`src/hdl/baud_pkg.sv`:
```
package baud_pkg;

  localparam int ADDR_W = 8;
  localparam int DATA_W = 32;
  localparam int CTRL_W = 12;
  localparam int NUM_EVENTS = 3;

  // Register byte offsets
  localparam logic [7:0] ADDR_CTRL       = 8'h00;
  localparam logic [7:0] ADDR_T1_COUNT   = 8'h04;
  localparam logic [7:0] ADDR_T2_COUNT   = 8'h08;
  localparam logic [7:0] ADDR_T2_RELOAD  = 8'h0C;
  localparam logic [7:0] ADDR_INT_STATUS = 8'h10;
  localparam logic [7:0] ADDR_INT_ENABLE = 8'h14;
  localparam logic [7:0] ADDR_INT_CLEAR  = 8'h18;
  localparam logic [7:0] ADDR_STATE      = 8'h1C;

  // Control register field positions
  localparam int CTRL_SER_MODE_LSB = 0;
  localparam int CTRL_BAUD_DOUBLE  = 2;
  localparam int CTRL_RX_SEL       = 3;
  localparam int CTRL_TX_SEL       = 4;
  localparam int CTRL_T2_RUN       = 5;
  localparam int CTRL_T2_CNT_SEL   = 6;
  localparam int CTRL_T2_EXT_EN    = 7;
  localparam int CTRL_T1_RUN       = 8;
  localparam int CTRL_T1_CNT_SEL   = 9;
  localparam int CTRL_T1_MODE_LSB  = 10;

  // Interrupt status bit positions
  localparam int EV_T1_OVF = 0;
  localparam int EV_T2_OVF = 1;
  localparam int EV_T2_EXT = 2;

  // Reset values
  localparam logic [CTRL_W-1:0]     CTRL_RESET   = 12'h000;
  localparam logic [15:0]           COUNT_RESET  = 16'h0000;
  localparam logic [NUM_EVENTS-1:0] EVENT_RESET  = 3'h0;

  // Timing counts: prescale and mode 2 in clock cycles, baud dividers in timer overflows
  localparam int TIMER_PRESCALE = 6;
  localparam int T1_BAUD_DIV    = 32;
  localparam int T2_BAUD_DIV    = 16;
  localparam int MODE2_DIV      = 32;

  typedef enum logic [1:0] {
    SER_MODE0 = 2'b00,
    SER_MODE1 = 2'b01,
    SER_MODE2 = 2'b10,
    SER_MODE3 = 2'b11
  } ser_mode_e;

  typedef enum logic [1:0] {
    T1_COUNT13 = 2'b00,
    T1_COUNT16 = 2'b01,
    T1_AUTO8   = 2'b10,
    T1_HALT    = 2'b11
  } t1_mode_e;

endpackage

```
`src/hdl/timer2_if.sv`:
```
`timescale 1ns/1ps
`default_nettype none
interface timer2_if;
  logic        inc;
  logic        ext_reload;
  logic        wr_count;
  logic [15:0] wr_data;
  logic [15:0] reload;
  logic [15:0] count;
  logic        rollover;

  modport ctl (output inc, ext_reload, wr_count, wr_data, reload, input count, rollover);
  modport tmr (input inc, ext_reload, wr_count, wr_data, reload, output count, rollover);
endinterface
`default_nettype wire

```
`src/hdl/serial_baud_rate_generator.sv`:
```
// Operation
// (RULE_01) Mode 2 rate is clock over 32, doubled by the double bit.
// (RULE_02) Modes 1 and 3 use timer 1 overflow unless timer 2 selected.
// (RULE_03) Timer 1 source: overflow rate over 32, doubled by double bit.
// (RULE_04) Timer 1 auto-reload: clock over 16x12x(256 minus reload byte).
// (RULE_05) Slow rates: timer 1 16-bit with interrupt, firmware reloads it.
// (RULE_06) Firmware disables timer 1 interrupt and programs its mode.
// (RULE_07) Timer 2 high byte rollover reloads both bytes from reload register.
// (RULE_08) Timer 2 source: overflow rate over 16.
// (RULE_09) Receive and transmit select bits each pick timer 2 or timer 1.
// (RULE_10) Either select bit puts timer 2 in baud generator mode.
// (RULE_11) Baud generator rollover does not set timer 2 overflow flag.
// (RULE_12) External pin fall sets external flag, no reload, in baud mode.
// (RULE_13) External enable makes external pin an extra interrupt source.
// (RULE_14) Firmware stops timer 2 before touching its count or reload.
// (RULE_15) Timer 2 works as timer or counter via its select bit.
// (RULE_16) Baud-mode timer 2 counts every clock: clock over 16x(65536-reload).
// (RULE_17) Running baud timer: no count access, reload read only.
// (RULE_18) Receiver and transmitter get separate ticks from their sources.
`timescale 1ns/1ps
`default_nettype none
module serial_baud_rate_generator
  import baud_pkg::*;
(
  input  wire logic                        CLK,
  input  wire logic                        RST,
  input  wire logic                        PSEL,
  input  wire logic                        PENABLE,
  input  wire logic                        PWRITE,
  input  wire logic [baud_pkg::ADDR_W-1:0] PADDR,
  input  wire logic [baud_pkg::DATA_W-1:0] PWDATA,
  output var  logic [baud_pkg::DATA_W-1:0] PRDATA,
  output var  logic                        PREADY,
  output var  logic                        PSLVERR,
  input  wire logic                        T1_COUNT_IN,
  input  wire logic                        T2_COUNT_IN,
  input  wire logic                        T2_EXT_IN,
  output var  logic                        RX_BAUD_TICK,
  output var  logic                        TX_BAUD_TICK,
  output var  logic                        IRQ
);
  import baud_pkg::*;

  // Same choice for both directions, so one helper keeps them in step
  function automatic logic pick_tick(input logic use_t2, input logic t1_tick, input logic t2_tick);
    pick_tick = use_t2 ? t2_tick : t1_tick;
  endfunction

  // Timer 2 counting itself lives in the small counter module;
  // this module only feeds it increments, reloads and writes.

  logic [CTRL_W-1:0]     ctrl;
  logic [15:0]           t1_count;
  logic [15:0]           t2_reload;
  logic [NUM_EVENTS-1:0] int_status;
  logic [NUM_EVENTS-1:0] int_enable;
  logic [2:0]            t1_pre;
  logic [2:0]            t2_pre;
  logic                  t1_in_d;
  logic                  t2_in_d;
  logic                  t2_ext_d;
  logic [4:0]            t1_div;
  logic [3:0]            t2_div;
  logic [4:0]            m2_div;

  timer2_if t2 ();

  timer2_counter u_timer2 (
    .CLK (CLK),
    .RST (RST),
    .t2  (t2.tmr)
  );


  // Control fields
  // Every field is a plain slice of one register, so firmware can
  // change mode, sources and run bits in a single write.
  wire ser_mode_e ser_mode = ser_mode_e'(ctrl[CTRL_SER_MODE_LSB +: 2]);
  wire t1_mode_e  t1_mode  = t1_mode_e'(ctrl[CTRL_T1_MODE_LSB +: 2]);
  wire baud_double  = ctrl[CTRL_BAUD_DOUBLE];
  wire rx_sel       = ctrl[CTRL_RX_SEL];
  wire tx_sel       = ctrl[CTRL_TX_SEL];
  wire t2_run       = ctrl[CTRL_T2_RUN];
  wire t2_cnt_sel   = ctrl[CTRL_T2_CNT_SEL];
  wire t2_ext_en    = ctrl[CTRL_T2_EXT_EN];
  wire t1_run       = ctrl[CTRL_T1_RUN];
  wire t1_cnt_sel   = ctrl[CTRL_T1_CNT_SEL];


  // APB decode
  // The slave always inserts one wait state; the access cycle that
  // sees no ready yet is the one that registers the answer.
  wire access   = PSEL & PENABLE;
  wire answer   = access & ~PREADY;
  wire done     = access & PREADY;
  wire sel_ctrl = (PADDR == ADDR_CTRL);
  wire sel_t1   = (PADDR == ADDR_T1_COUNT);
  wire sel_t2   = (PADDR == ADDR_T2_COUNT);
  wire sel_rld  = (PADDR == ADDR_T2_RELOAD);
  wire sel_sts  = (PADDR == ADDR_INT_STATUS);
  wire sel_ien  = (PADDR == ADDR_INT_ENABLE);
  wire sel_clr  = (PADDR == ADDR_INT_CLEAR);
  wire sel_st   = (PADDR == ADDR_STATE);
  wire mapped   = sel_ctrl | sel_t1 | sel_t2 | sel_rld | sel_sts | sel_ien | sel_clr | sel_st;
  wire wr       = done & PWRITE & ~PSLVERR;
  wire wr_ctrl  = wr & sel_ctrl;
  wire wr_t1    = wr & sel_t1;
  wire wr_rld   = wr & sel_rld;
  wire wr_ien   = wr & sel_ien;
  wire wr_clr   = wr & sel_clr;

  // (RULE_10) Baud generator mode
  wire baud_mode = rx_sel | tx_sel;
  wire async_mode = (ser_mode != SER_MODE0);
  wire mode2      = (ser_mode == SER_MODE2);


  // Read-only view of the decoded operating state
  wire [3:0] state_bits = {mode2, tx_sel, rx_sel, baud_mode};

  logic [DATA_W-1:0] rdata;
  always_comb begin
    rdata = '0;
    if (sel_ctrl) rdata[CTRL_W-1:0] = ctrl;
    if (sel_t1)   rdata[15:0] = t1_count;
    if (sel_t2)   rdata[15:0] = t2.count;
    if (sel_rld)  rdata[15:0] = t2_reload;
    if (sel_sts)  rdata[NUM_EVENTS-1:0] = int_status;
    if (sel_ien)  rdata[NUM_EVENTS-1:0] = int_enable;
    if (sel_st)   rdata[3:0] = state_bits;
  end

  // One wait state: the answer is registered so PRDATA comes from a flop
  always_ff @(posedge CLK) begin
    if (RST) begin
      PREADY  <= 1'b0;
      PSLVERR <= 1'b0;
      PRDATA  <= '0;
    end else begin
      PREADY  <= answer;
      PSLVERR <= answer & ~mapped;
      if (answer) begin
        PRDATA <= (PWRITE | ~mapped) ? '0 : rdata;
      end
    end
  end

  always_ff @(posedge CLK) begin
    if (RST) begin
      ctrl       <= CTRL_RESET;
      t2_reload  <= COUNT_RESET;
      int_enable <= EVENT_RESET;
    end else begin
      if (wr_ctrl) ctrl <= PWDATA[CTRL_W-1:0];
      if (wr_rld)  t2_reload <= PWDATA[15:0];
      if (wr_ien)  int_enable <= PWDATA[NUM_EVENTS-1:0];
    end
  end

  // Pin edge detection; pins are taken as synchronous.
  // Delay flops reset low, so a pin idling low after reset
  // cannot look like a falling edge.
  always_ff @(posedge CLK) begin
    if (RST) begin
      t1_in_d  <= 1'b0;
      t2_in_d  <= 1'b0;
      t2_ext_d <= 1'b0;
    end else begin
      t1_in_d  <= T1_COUNT_IN;
      t2_in_d  <= T2_COUNT_IN;
      t2_ext_d <= T2_EXT_IN;
    end
  end

  wire t1_fall  = t1_in_d & ~T1_COUNT_IN;
  wire t2_fall  = t2_in_d & ~T2_COUNT_IN;
  wire ext_fall = t2_ext_d & ~T2_EXT_IN;


  // Prescalers give the timer rate of clock over six.
  // They restart while the timer is stopped, so the first count
  // after a run bit is set comes a full prescale period later.
  localparam logic [2:0] PRE_LAST = 3'(TIMER_PRESCALE - 1);
  wire t1_pre_tick = (t1_pre == PRE_LAST);
  wire t2_pre_tick = (t2_pre == PRE_LAST);

  always_ff @(posedge CLK) begin
    if (RST) begin
      t1_pre <= 3'h0;
      t2_pre <= 3'h0;
    end else begin
      t1_pre <= (~t1_run | t1_pre_tick) ? 3'h0 : t1_pre + 3'h1;
      t2_pre <= (~t2_run | t2_pre_tick) ? 3'h0 : t2_pre + 3'h1;
    end
  end


  // Timer 1
  // Counter mode counts pin falls; the pin must stay at each level
  // for at least one clock for an edge to be seen.
  wire t1_inc = t1_run & (t1_cnt_sel ? t1_fall : t1_pre_tick);

  wire [12:0] t1_c13  = {t1_count[15:8], t1_count[4:0]};
  wire [12:0] t1_n13  = t1_c13 + 13'h0001;
  wire        t1_lowf = (t1_count[7:0] == 8'hFF);

  logic [15:0] next_t1_count;
  logic        t1_ovf;
  always_comb begin
    next_t1_count = t1_count;
    t1_ovf        = 1'b0;
    if (t1_inc) begin
      case (t1_mode)
        T1_COUNT13: begin
          next_t1_count = {t1_n13[12:5], t1_count[7:5], t1_n13[4:0]};
          t1_ovf        = (t1_c13 == 13'h1FFF);
        end
        // (RULE_05) 16-bit slow mode
        T1_COUNT16: begin
          next_t1_count = t1_count + 16'h0001;
          t1_ovf        = (t1_count == 16'hFFFF);
        end
        // (RULE_04) 8-bit auto-reload
        T1_AUTO8: begin
          next_t1_count = {t1_count[15:8], t1_lowf ? t1_count[15:8] : t1_count[7:0] + 8'h01};
          t1_ovf        = t1_lowf;
        end
        T1_HALT: begin
          next_t1_count = t1_count;
          t1_ovf        = 1'b0;
        end
        default: begin
          next_t1_count = t1_count;
          t1_ovf        = 1'b0;
        end
      endcase
    end
  end

  // A firmware write wins over a count in the same cycle
  always_ff @(posedge CLK) begin
    if (RST) begin
      t1_count <= COUNT_RESET;
    end else begin
      t1_count <= wr_t1 ? PWDATA[15:0] : next_t1_count;
    end
  end


  // Timer 2 controls
  // Writes to count or reload while running may collide with a reload;
  // firmware is expected to stop the timer first, hardware does not block it.
  // (RULE_15) Timer or counter
  // (RULE_16) Every clock in baud mode, pin falls instead when counter select is set
  assign t2.inc = t2_run & (t2_cnt_sel ? t2_fall : (baud_mode | t2_pre_tick));

  wire ext_event = ext_fall & t2_ext_en;

  // (RULE_12) No pin reload in baud mode
  assign t2.ext_reload = ext_event & ~baud_mode;
  assign t2.wr_count   = wr & sel_t2;
  assign t2.wr_data    = PWDATA[15:0];
  assign t2.reload     = t2_reload;

  // Interrupt events
  logic [NUM_EVENTS-1:0] events;
  always_comb begin
    events            = '0;
    // (RULE_05) Overflow raises timer 1 event
    events[EV_T1_OVF] = t1_ovf;
    // (RULE_11) Baud rollover suppressed
    events[EV_T2_OVF] = t2.rollover & ~baud_mode;
    // (RULE_13) External pin interrupt
    events[EV_T2_EXT] = ext_event;
  end

  wire [NUM_EVENTS-1:0] clr_bits = wr_clr ? PWDATA[NUM_EVENTS-1:0] : '0;

  genvar gi;
  generate
    for (gi = 0; gi < NUM_EVENTS; gi++) begin : g_sticky
      // New event wins over a clear in the same cycle
      always_ff @(posedge CLK) begin
        if (RST) begin
          int_status[gi] <= 1'b0;
        end else begin
          int_status[gi] <= events[gi] | (int_status[gi] & ~clr_bits[gi]);
        end
      end
    end
  endgenerate

  always_ff @(posedge CLK) begin
    if (RST) begin
      IRQ <= 1'b0;
    end else begin
      IRQ <= |(int_status & int_enable);
    end
  end


  // Baud dividers
  // A double-bit change can leave a divider above its new limit;
  // the compare is greater-or-equal so it wraps on the next event.
  // (RULE_03) Timer 1 divide by 32 or 16
  wire [4:0] t1_last = baud_double ? 5'(T1_BAUD_DIV / 2 - 1) : 5'(T1_BAUD_DIV - 1);
  wire       t1_hit  = (t1_div >= t1_last);
  wire       t1_baud = t1_ovf & t1_hit;

  // (RULE_08) Timer 2 divide by 16
  wire t2_baud = t2.rollover & (t2_div == 4'(T2_BAUD_DIV - 1));

  // (RULE_01) Mode 2 divide by 32 or 16
  wire [4:0] m2_last = baud_double ? 5'(MODE2_DIV / 2 - 1) : 5'(MODE2_DIV - 1);
  wire       m2_hit  = (m2_div >= m2_last);

  always_ff @(posedge CLK) begin
    if (RST) begin
      t1_div <= 5'h00;
      t2_div <= 4'h0;
      m2_div <= 5'h00;
    end else begin
      if (t1_ovf) t1_div <= t1_hit ? 5'h00 : t1_div + 5'h01;
      if (t2.rollover) t2_div <= t2_div + 4'h1;
      m2_div <= (~mode2 | m2_hit) ? 5'h00 : m2_div + 5'h01;
    end
  end

  // (RULE_09) Per-direction source select
  // (RULE_02) Timer 1 unless timer 2 chosen
  wire rx_src_tick = pick_tick(rx_sel, t1_baud, t2_baud);
  wire tx_src_tick = pick_tick(tx_sel, t1_baud, t2_baud);
  wire m2_tick     = mode2 & m2_hit;


  // (RULE_18) Separate receive and transmit ticks
  // Registered so the ticks leave the block straight from flops.
  always_ff @(posedge CLK) begin
    if (RST) begin
      RX_BAUD_TICK <= 1'b0;
      TX_BAUD_TICK <= 1'b0;
    end else begin
      RX_BAUD_TICK <= async_mode & (mode2 ? m2_tick : rx_src_tick);
      TX_BAUD_TICK <= async_mode & (mode2 ? m2_tick : tx_src_tick);
    end
  end

endmodule
`default_nettype wire

```
`src/hdl/timer2_counter.sv`:
```
`timescale 1ns/1ps
`default_nettype none
module timer2_counter
  import baud_pkg::*;
(
  input  wire logic CLK,
  input  wire logic RST,
  timer2_if.tmr     t2
);

  logic [15:0] count;
  wire         at_top = (count == 16'hFFFF);

  assign t2.count    = count;
  assign t2.rollover = t2.inc & at_top;

  // (RULE_07) Rollover reloads count
  always_ff @(posedge CLK) begin
    if (RST) begin
      count <= COUNT_RESET;
    end else if (t2.wr_count) begin
      count <= t2.wr_data;
    end else if (t2.rollover | t2.ext_reload) begin
      count <= t2.reload;
    end else if (t2.inc) begin
      count <= count + 16'h0001;
    end
  end

endmodule
`default_nettype wire

```
`config.mk`:
```
export PLATFORM = sky130hd
export DESIGN_NAME = serial_baud_rate_generator
export DESIGN_NICKNAME = d
export VERILOG_FILES = /design/src/hdl/baud_pkg.sv /design/src/hdl/timer2_if.sv /design/src/hdl/serial_baud_rate_generator.sv /design/src/hdl/timer2_counter.sv
export SDC_FILE = /design/constraint.sdc
export NUM_CORES = 1
export LEC_CHECK = 0
export ABC_CLOCK_PERIOD_IN_PS = 3550
export BUFFER_PORTS_ARGS = -buffer_cell sky130_fd_sc_hd__clkbuf_2
export CORE_ASPECT_RATIO = 1.4
export CORE_MARGIN = 8
export CORE_UTILIZATION = 54
export CTS_CLUSTER_DIAMETER = 40
export DETAILED_ROUTE_END_ITERATION = 6
export HOLD_SLACK_MARGIN = 0.06
export PLACE_DENSITY = 0.82
export SYNTH_ARGS = -nofsm -noshare
export SYNTH_HDL_FRONTEND = slang
export SYNTH_SLANG_ARGS = --single-unit
```
`constraint.sdc`:
```
create_clock -name CLK -period 3.55 [get_ports CLK]
set_input_delay 1.065 -clock CLK [delete_from_list [all_inputs] [get_ports CLK]]
set_output_delay 1.065 -clock CLK [all_outputs]
set_load 0.02 [all_outputs]
```
-- Word level (Yosys, flattened, before mapping)
Cells that the tools add are included.
- register bits: 126
- bits in latches: 0
- RAM bits: 0
- memory bits (read-only): 0
- output and inout port bits: 37
- memories: 0
- add/subtract/negate cells: 9
- $mul: 0
- div/mod/pow operators: 0
- magnitude comparators: 2
- eq/ne operators: 21
- shifts and indexed selects: 0
- muxes and demuxes: 26
- bitwise gates (word level): 60
- reduce and logical (&&, ||, !) cells: 12
- operator list (kind ; number):
    two-way mux 16 bit ; 9
    one-hot mux 16 bit (3 select lines) ; 1
    adder 16 x 1 -> 16 bit (second input constant) ; 2
    equality test 16 bit (second input constant) ; 2
    equality test 8 x 5 -> 1 bit (second input constant) ; 4
    bitwise AND 1 bit ; 29
    bitwise OR 1 bit ; 17
    equality test 8 x 4 -> 1 bit (second input constant) ; 2
    adder 13 x 1 -> 13 bit (second input constant) ; 1
    equality test 13 bit (second input constant) ; 1
    NOT 1 bit ; 13
    two-way mux 12 bit ; 1
    adder 5 x 1 -> 5 bit (second input constant) ; 2
    greater-or-equal comparator 5 bit ; 2
    two-way mux 5 bit ; 2
    two-way mux 3 bit ; 3
    adder 8 x 1 -> 8 bit (second input constant) ; 1
    equality test 8 x 3 -> 1 bit (second input constant) ; 1
    equality test 8 bit (second input constant) ; 1
    logical NOT 8 bit ; 1
    two-way mux 8 bit ; 1
    two-way mux 1 bit ; 7
    adder 3 x 1 -> 3 bit (second input constant) ; 2
    equality test 2 bit (second input constant) ; 3
    other kinds (15) ; 22

-- Logic depth before layout (Yosys ltp)
Gate-level depths: netlist of the first run.
- depth after elaboration: 11
- mapped depth: 9

-- Modules after synthesis
From an unflattened synthesis of the first run, not the netlist that was laid out.
- cells, all modules: 822
- area, all modules: 6457.4 µm²
- modules (own cells, without submodules) (module ; times used ; cells an instance ; area an instance (µm²)):
    serial_baud_rate_generator ; 1 ; 661 ; 5196.2
    timer2_counter ; 1 ; 161 ; 1261.2

-- Worst setup path after synthesis of the first run
No wires, ideal clock.
- kind: input-to-reg
- start: in PADDR[0] in the netlist's numbering
- end: reg t1_count[6]
- setup time: 128 ps
- arrival: 2656 ps
- required time: 3422 ps
- slack: 767 ps
- cell stages on the path: 7
- buffers on the path: 2
- cells stage by stage: nor4_2 nand3_1 or4_1 clkbuf_1 clkbuf_1 o22ai_1 nor2_1
- cells in the longest elaborated chain, start to end: 4
- elaborated cells on any way between the ends: 7
- classes of those cells: eq/ne: 3; mux: 1; bitwise: 1; reduce/logical: 2
- ends and longest elaborated chain (what ; line ; text):
    start: declaration ; serial_baud_rate_generator.sv:30 ; input wire logic [baud_pkg::ADDR_W-1:0] PADDR,
    equality test 8 x 3 -> 1 bit (*) ; serial_baud_rate_generator.sv:97 ; wire sel_t1 = (PADDR == ADDR_T1_COUNT);
    bitwise AND 1 bit (*) ; serial_baud_rate_generator.sv:107 ; wire wr_t1 = wr & sel_t1;
    inequality test 2 bit (no source line) or nonzero test 2 bit (tied branches) ; -- ;
    AND reduction 3 bit (no source line) ; -- ;
    end signal: assignment ; serial_baud_rate_generator.sv:245 ; t1_count <= wr_t1 ? PWDATA[15:0] : next_t1_count;
    end: declaration ; serial_baud_rate_generator.sv:53 ; logic [15:0] t1_count;
Mark *: on every way between the ends. The rest lies on a longest branch, timed or not.
A chain may end at the register's enable or synchronous reset.

-- Worst setup path after layout of the first run
- start: in PADDR[0] in the netlist's numbering
- end: reg u_timer2.count[13], in the netlist u_timer2.t2.count[13]
- cells in the longest elaborated chain, start to end: 3
- elaborated cells on any way between the ends: 4
- classes of those cells: eq/ne: 1; mux: 1; bitwise: 1; reduce/logical: 1
- ends and longest elaborated chain (what ; line ; text):
    equality test 8 x 4 -> 1 bit (*) ; serial_baud_rate_generator.sv:98 ; wire sel_t2 = (PADDR == ADDR_T2_COUNT);
    bitwise AND 1 bit (*) ; serial_baud_rate_generator.sv:261 ; assign t2.wr_count = wr & sel_t2;
    nonzero test 3 bit (no source line) or two-way mux 16 bit (tied branches) ; -- ;
    end signal: assignment ; timer2_counter.sv:22 ; count <= t2.wr_data;
    end signal: assignment ; timer2_counter.sv:24 ; count <= t2.reload;
    end signal: assignment ; timer2_counter.sv:26 ; count <= count + 16'h0001;
    end: declaration ; timer2_counter.sv:11 ; logic [15:0] count;
Marked as above.

==> results of run 1 <==
cell usage after synthesis (5+ instances only):
cell type / number
nand4_1: 11
o211ai_1: 15
o21ai_0: 55
xnor2_1: 11
clkbuf_1: 36
a31oi_1: 9
a211oi_1: 18
buf_4: 16
nand2_1: 107
nor4_1: 19
mux2i_1: 29
nand3_1: 27
o22ai_1: 19
nor2b_1: 6
nor2_1: 86
buf_6: 5
nand2b_1: 5
dfxtp_1: 110
ha_1: 15
and4_1: 5
inv_1: 24
and3_1: 12
a21oi_1: 64
or3_1: 9
nor3_1: 27
xor2_1: 11
or4_1: 5
a2111oi_0: 5
buf_2: 9
cell type report:
class	count	area share (%)
repair buffers	74	6.155
inverters	24	1.303
multi-input cells	640	54.13
flip-flops and latches	110	31.86
clock inverters	6	0.6336
clock buffers	9	3.259
well taps	147	2.661
logic make-up after synthesis:
logic type      share of synthesized area, %
buf+inv                                7.225
flops                                  34.74
compound gates                         20.67
simple gates                           26.19
mux                                    5.113
xor+xnor                               3.040
fa+ha+maj                              2.961
other cells                          0.05916
report_power, final:
| part | total (W) | switching (W) | internal (W) |
|---|---|---|---|
| Combinational | 0.000120 | 0.0000876 | 0.0000321 |
| Sequential | 0.00124 | 0.00000165 | 0.00124 |
| Clock | 0.000946 | 0.000469 | 0.000478 |
flip-flops by register name (all words and copies together) (netlist names), 4 cells and up:
name / count
t1_div: 5
u_timer2.t2.count: 16
ctrl: 12
t2_div: 4
m2_div: 5
t2.reload: 16
t1_count: 16
PRDATA: 16
final timing paths:
| path | start | to | slack (ns) | cells after the start |
|---|---|---|---|---|
| max | PADDR[0] | u_timer2.t2.count[13] | 0.55 | 6 |
| min | t1_pre[0] | t1_pre[0] | 0.45 | 1 |
| max reg2reg | t1_count[0] | t1_div[2] | 0.71 | 7 |
| min reg2reg | t1_pre[0] | t1_pre[0] | 0.45 | 1 |
routing by layer:
layer	track usage, %	vias to the layer above
li1	-	3020
met2	40.00	298
met5	0	-
met1	27.37	2910
met3	3.568	63
met4	13.64	0
per-stage QoR:
stage / hold slack (ns) / setup slack (ns)
3_5_place_dp: 0.4404 / 0.2603
3_3_place_gp: 0.4342 / 0.2942
6_report: 0.4497 / 0.5513
4_1_cts: 0.4564 / 0.6024
5_1_grt: 0.4850 / 0.3552
2_1_floorplan: 0.4215 / 0.7666
==> impl_metrics.py, run 1 <==
metrics = {
    "setup_path": {
        "path_class": "input pin to register",
        "critPathBufInv": 1,
        "worstPathArrival_ns": 3.25,
        "cp_top_family": "simple AND/OR/NAND/NOR gates",
        "slowest_delay_ns": 0.53,
        "worst_path_max_delay_cell": "and3_1",
        "cp_max_fo": 16,
        "crit_chain": "clkbuf_2 -> nor4b_1 -> nand4_1 -> and3_1 -> o31a_1 -> nor4_1",
        "endpoint_kind": "register",
        "cp-start-kind": "input pin",
        "cp_data_required_time_ns": 3.81,
    },
    "layout": {
        "final_cell_mix": "dfxtp_1, nand2_1, nor2_1, a21oi_1, o21ai_0",
        "final_layout_size_suffix_gt1_share_pct": 11.59,
        "fill_cells": 1098,
        "area_growth_pct": 9.041,
        "diodes": 0,
        "fin_nets": 922,
        "mostFrequentLayoutCell": "dfxtp_1",
        "design_area_um2": 6912,
        "final_util_pct": 59.36,
        "multiInputGateArea_um2": 3741,
        "seq_area_um2": 2202,
        "instances_no_fill": 1010,
    },
    "yosys": {
        "synth_top_cell_area_share_pct": 34.74,
        "yosys_register_bits": 110,
        "synthFlopType": "dfxtp_1",
        "synth_top_area_cell": "dfxtp_1",
        "syn_inst": 828,
        "synth_edf_count": 0,
        "yosysSeqAreaShare_pct": 34.74,
        "synthTopCellsByArea": "dfxtp_1, nand2_1, nor2_1",
        "syn_area_um2": 6339,
        "synthArstFlopShare_pct": 0,
        "ys_types": 61,
        "avgSynthCellArea_um2": 7.655,
        "yosys_warnings": 0,
    },
    "routing": {
        "dr_wl_met3_mm": 1.347,
        "vias": 6291,
        "viasPerCell": 6.229,
        "avgRoutedWirePerCell_um": 18.06,
        "drc": 0,
        "dr.pass1.iters": 5,
        "wl_met1_mm": 7.153,
        "ant_nets": 0,
        "wl_mm": 18.24,
        "routed.top_layer": "met4",
        "wl_met2_mm": 8.898,
        "drt_iter0_drc": 575,
    },
    "timing": {
        "fmax_mhz": 333.5,
        "period_needed_ns": 2.999,
        "worstMarginPinSlew_ns": 0.7150,
        "skew_ns": 0.01368,
        "drv_slew": 0,
        "max_slew_margin_pct": 51.89,
        "period_share_pct": 84.47,
        "setup_tns_ns": 0,
        "hold_viol": 0,
        "setup_viol": 0,
        "rsz0062_at_grt": "no",
    },
    "clock_tree": {
        "htree_levels": 3,
        "cts_buffer_depth": 2,
        "numCtsBuffers": 9,
        "clockRootBuffer": "clkbuf_16",
        "cts_setup_buffers": 0,
        "tritoncts": "yes",
        "clk_pin_slew_worst_paths_ns": 0.07,
        "insertion_delay_ns": 0.35,
        "cts_resized": 0,
        "cts_hold_buffers": 0,
        "cts_sinks": 110,
    },
    "placed_design": {
        "dp_hpwl_mm": 13.66,
        "dp_cells": 995,
        "gp_congestion": 0.9827,
        "port_buffers": 52,
        "placed_cell_area_um2": 6643,
    },
    "grt": {
        "grt_max_degree": 50,
        "grt_pass1_wl_mm": 29.35,
        "overflow": 0,
        "grt_pass1_vias": 5850,
        "antenna_found_initial": 0,
        "grt.total_usage_pct": 23.54,
    },
    "power_and_ir_drop": {
        "power_density_nw_per_um2": 333.3,
        "p_total_w": 0.002303,
        "power.leakage_nw": 2.616,
        "ir_drop_uv": 195.4,
    },
    "floorplanning": {
        "die_w_um": 107.6,
        "core_um2": 11640,
        "ioPinCount": 85,
        "start_util_pct": 54.44,
        "dieArea_um2": 15510,
        "rows": 47,
        "fp.dieH_um": 144.2,
    },
    "run_status": {
        "status": "completed",
    },
    "flow_run": {
        "drv_cap": 0,
    },
    "min_path": {
        "hp-class": "register to register",
    },
}
Power figures use the tool's default switching activity.
==> inputs of run 2 (changes only) <==
--- a/config.mk
+++ b/config.mk
@@ -5,15 +5,15 @@
 export SDC_FILE = /design/constraint.sdc
 export NUM_CORES = 1
 export LEC_CHECK = 0
-export ABC_CLOCK_PERIOD_IN_PS = 3550
+export ABC_CLOCK_PERIOD_IN_PS = 2500
 export BUFFER_PORTS_ARGS = -buffer_cell sky130_fd_sc_hd__clkbuf_2
 export CORE_ASPECT_RATIO = 1.4
 export CORE_MARGIN = 8
-export CORE_UTILIZATION = 54
+export CORE_UTILIZATION = 53
 export CTS_CLUSTER_DIAMETER = 40
 export DETAILED_ROUTE_END_ITERATION = 6
 export HOLD_SLACK_MARGIN = 0.06
-export PLACE_DENSITY = 0.82
+export PLACE_DENSITY = 0.84
 export SYNTH_ARGS = -nofsm -noshare
 export SYNTH_HDL_FRONTEND = slang
 export SYNTH_SLANG_ARGS = --single-unit
==> constraint.sdc (replaced) <==
create_clock -name CLK -period 2.5 [get_ports CLK]
set_input_delay 0.75 -clock CLK [delete_from_list [all_inputs] [get_ports CLK]]
set_output_delay 0.75 -clock CLK [all_outputs]
set_load 0.02 [all_outputs]
==> run 2 against run 1 <==
First-iteration DRC count shrank 9.4%. Flip-flop and latch count is the same. Worst setup slack lost 0.46 ns. Core utilization grew 3.7 points. Critical endpoint is now t1_div[0]. Largest cell class unchanged. Count of clock-buffer cells in the layout grew 2. Register-to-register slack lost 0.62 ns. Non-clock buffer count grew 64. Cell count grew 6.4%. Clock power grew 46%.
==> impl_metrics.py, run 2 (synthesis gave the netlist of run 1 again) <==
metrics = {
    "min_path": {
        "hold_start": "PRDATA[5]",
        "hold_depth": 2,
        "hp-class": "register to register",
        "holdPathEnd": "PRDATA[5]",
    },
    "layout": {
        "fill_cells": 1061,
        "final_cell_mix": "dfxtp_1, nand2_1, nor2_1, buf_4, a21oi_1",
        "final_layout_size_suffix_gt1_share_pct": 17.78,
        "fin_nets": 986,
        "diodes": 0,
        "mostFrequentLayoutCell": "dfxtp_1",
        "design_area_um2": 7418,
        "area_growth_pct": 17.04,
        "final_util_pct": 63.07,
    },
    "setup_path": {
        "endpoint_kind": "register",
        "path_class": "register to register",
        "cp_data_required_time_ns": 2.79,
        "reg2reg_to": "t1_div[0]",
        "slowest_delay_ns": 0.40,
        "cp_top_family": "simple AND/OR/NAND/NOR gates",
        "rr_worst_depth": 8,
        "critPathBufInv": 2,
        "cp-start-kind": "register",
        "crit_chain": "ha_1 -> inv_1 -> or3_1 -> o32ai_2 -> nand2_1 -> buf_4 -> or3_1 -> a21oi_1",
        "worst-path-stages": 8,
        "rr_startpoint": "t1_count[0]",
        "worstPathArrival_ns": 2.70,
        "worst_path_max_delay_cell": "or3_1",
        "r2r_slack_ns": 0.09,
        "cp_common_cell": "or3_1",
        "cp_max_fo": 7,
    },
    "timing": {
        "max_slew_margin_pct": 62.36,
        "skew_ns": 0.006428,
        "period_share_pct": 96.51,
        "fin_ws_ns": 0.08731,
        "hold_viol": 0,
        "worstMarginPinSlew_ns": 0.5504,
        "drv_slew": 0,
        "fmax_mhz": 414.5,
        "hold_slack_ns": 0.4516,
        "rsz0062_at_grt": "no",
        "setup_viol": 0,
        "period_needed_ns": 2.413,
    },
    "routing": {
        "drc": 0,
        "dr.pass1.iters": 5,
        "drt_iter0_drc": 521,
        "viasPerCell": 6.180,
        "vias": 6643,
        "wl_mm": 20.04,
        "avgRoutedWirePerCell_um": 18.64,
        "ant_nets": 0,
    },
    "clock_tree": {
        "cts_sinks": 110,
        "cts_hold_buffers": 0,
        "clockRootBuffer": "clkbuf_16",
        "clk_pin_slew_worst_paths_ns": 0.07,
        "cts_setup_buffers": 0,
        "htree_levels": 3,
        "tritoncts": "yes",
        "numCtsBuffers": 9,
        "insertion_delay_ns": 0.36,
        "cts_buffer_depth": 2,
        "cts_resized": 0,
    },
    "power_and_ir_drop": {
        "p_total_w": 0.003325,
        "power.leakage_nw": 2.942,
        "power_density_nw_per_um2": 448.3,
        "ir_drop_uv": 291.2,
    },
    "grt": {
        "grt_max_degree": 47,
        "antenna_found_initial": 0,
        "grt_pass1_vias": 6342,
        "grt_pass1_wl_mm": 31.74,
        "grt.total_usage_pct": 25.15,
        "overflow": 0,
    },
    "floorplanning": {
        "fp.dieH_um": 145.4,
        "dieArea_um2": 15760,
        "die_w_um": 108.4,
        "start_util_pct": 53.89,
        "rows": 47,
        "core_um2": 11760,
        "ioPinCount": 85,
    },
    "run_status": {
        "status": "completed",
    },
    "placed_design": {
        "pre_cts_slack_ns": -0.1296,
        "dp_hpwl_mm": 15.01,
        "port_buffers": 52,
        "gp_congestion": 0.9872,
        "placed_cell_area_um2": 7136,
    },
    "flow_run": {
        "drv_cap": 0,
    },
}
==> run 2: changes by cell type in the layout (fill, tap and decap cells not counted) <==
cell        change
clkbuf_8        +1
clkbuf_1        +1
buf_4          +63
clkinvlp_4      +1
a2111oi_0       -1
a2111oi_2       +1
inv_6           -2
buf_12          +1
==> run 2: worst min-delay path, delay by kind of cell, from the launching register on <==
kind	cells	cell delay (ns)
flops	1	0.33
compound gates	1	0.05
simple gates	1	0.04
==> run 2: worst max-delay path by stage <==
stage | start | to | slack [ns]
floorplan | PADDR[0] | t1_count[6] | 0.03
global placement | PADDR[0] | t1_count[5] | -0.10
detailed placement | PADDR[0] | t1_count[5] | -0.13
CTS | t2_pre[1] | u_timer2.t2.count[11] | 0.06
global route | t1_count[0] | t1_div[0] | 0.02
finish | t1_count[0] | t1_div[0] | 0.09
==> run 2: cell type report <==
type                    count  area [µm²]  area share [%]
multi-input cells         640        3747           50.51
flip-flops and latches    110        2202           29.68
repair buffers            138       918.4           12.38
clock buffers              11       242.7           3.272
well taps                 147       183.9           2.479
inverters                  24       90.09           1.214
clock inverters             5       33.78          0.4554
==> run 2: layer usage <==
layer	share of wire (%)	global-route usage [%]	wire length, µm
met5	0	0	0
met4	5.3	15.33	1056
met3	7.7	3.856	1553
met2	49	42.50	9843
met1	38	28.67	7589
==> run 2: report_power, final <==
group | switching [W] | total [W] | internal [W]
Combinational | 0.000131 | 0.000189 | 0.0000575
Sequential | 0.00000192 | 0.00176 | 0.00175
Clock | 0.000675 | 0.00138 | 0.000705
Total | 0.000809 | 0.00333 | 0.00252
==> run 2: stage by stage <==
stage / TNS [ns] / instances
CTS: 0 / 1075
global route: 0 / 1075
floorplan: 0 / 843
global placement: -0.4923 / 1059
finish: 0 / 1075
detailed placement: -1.234 / 1059
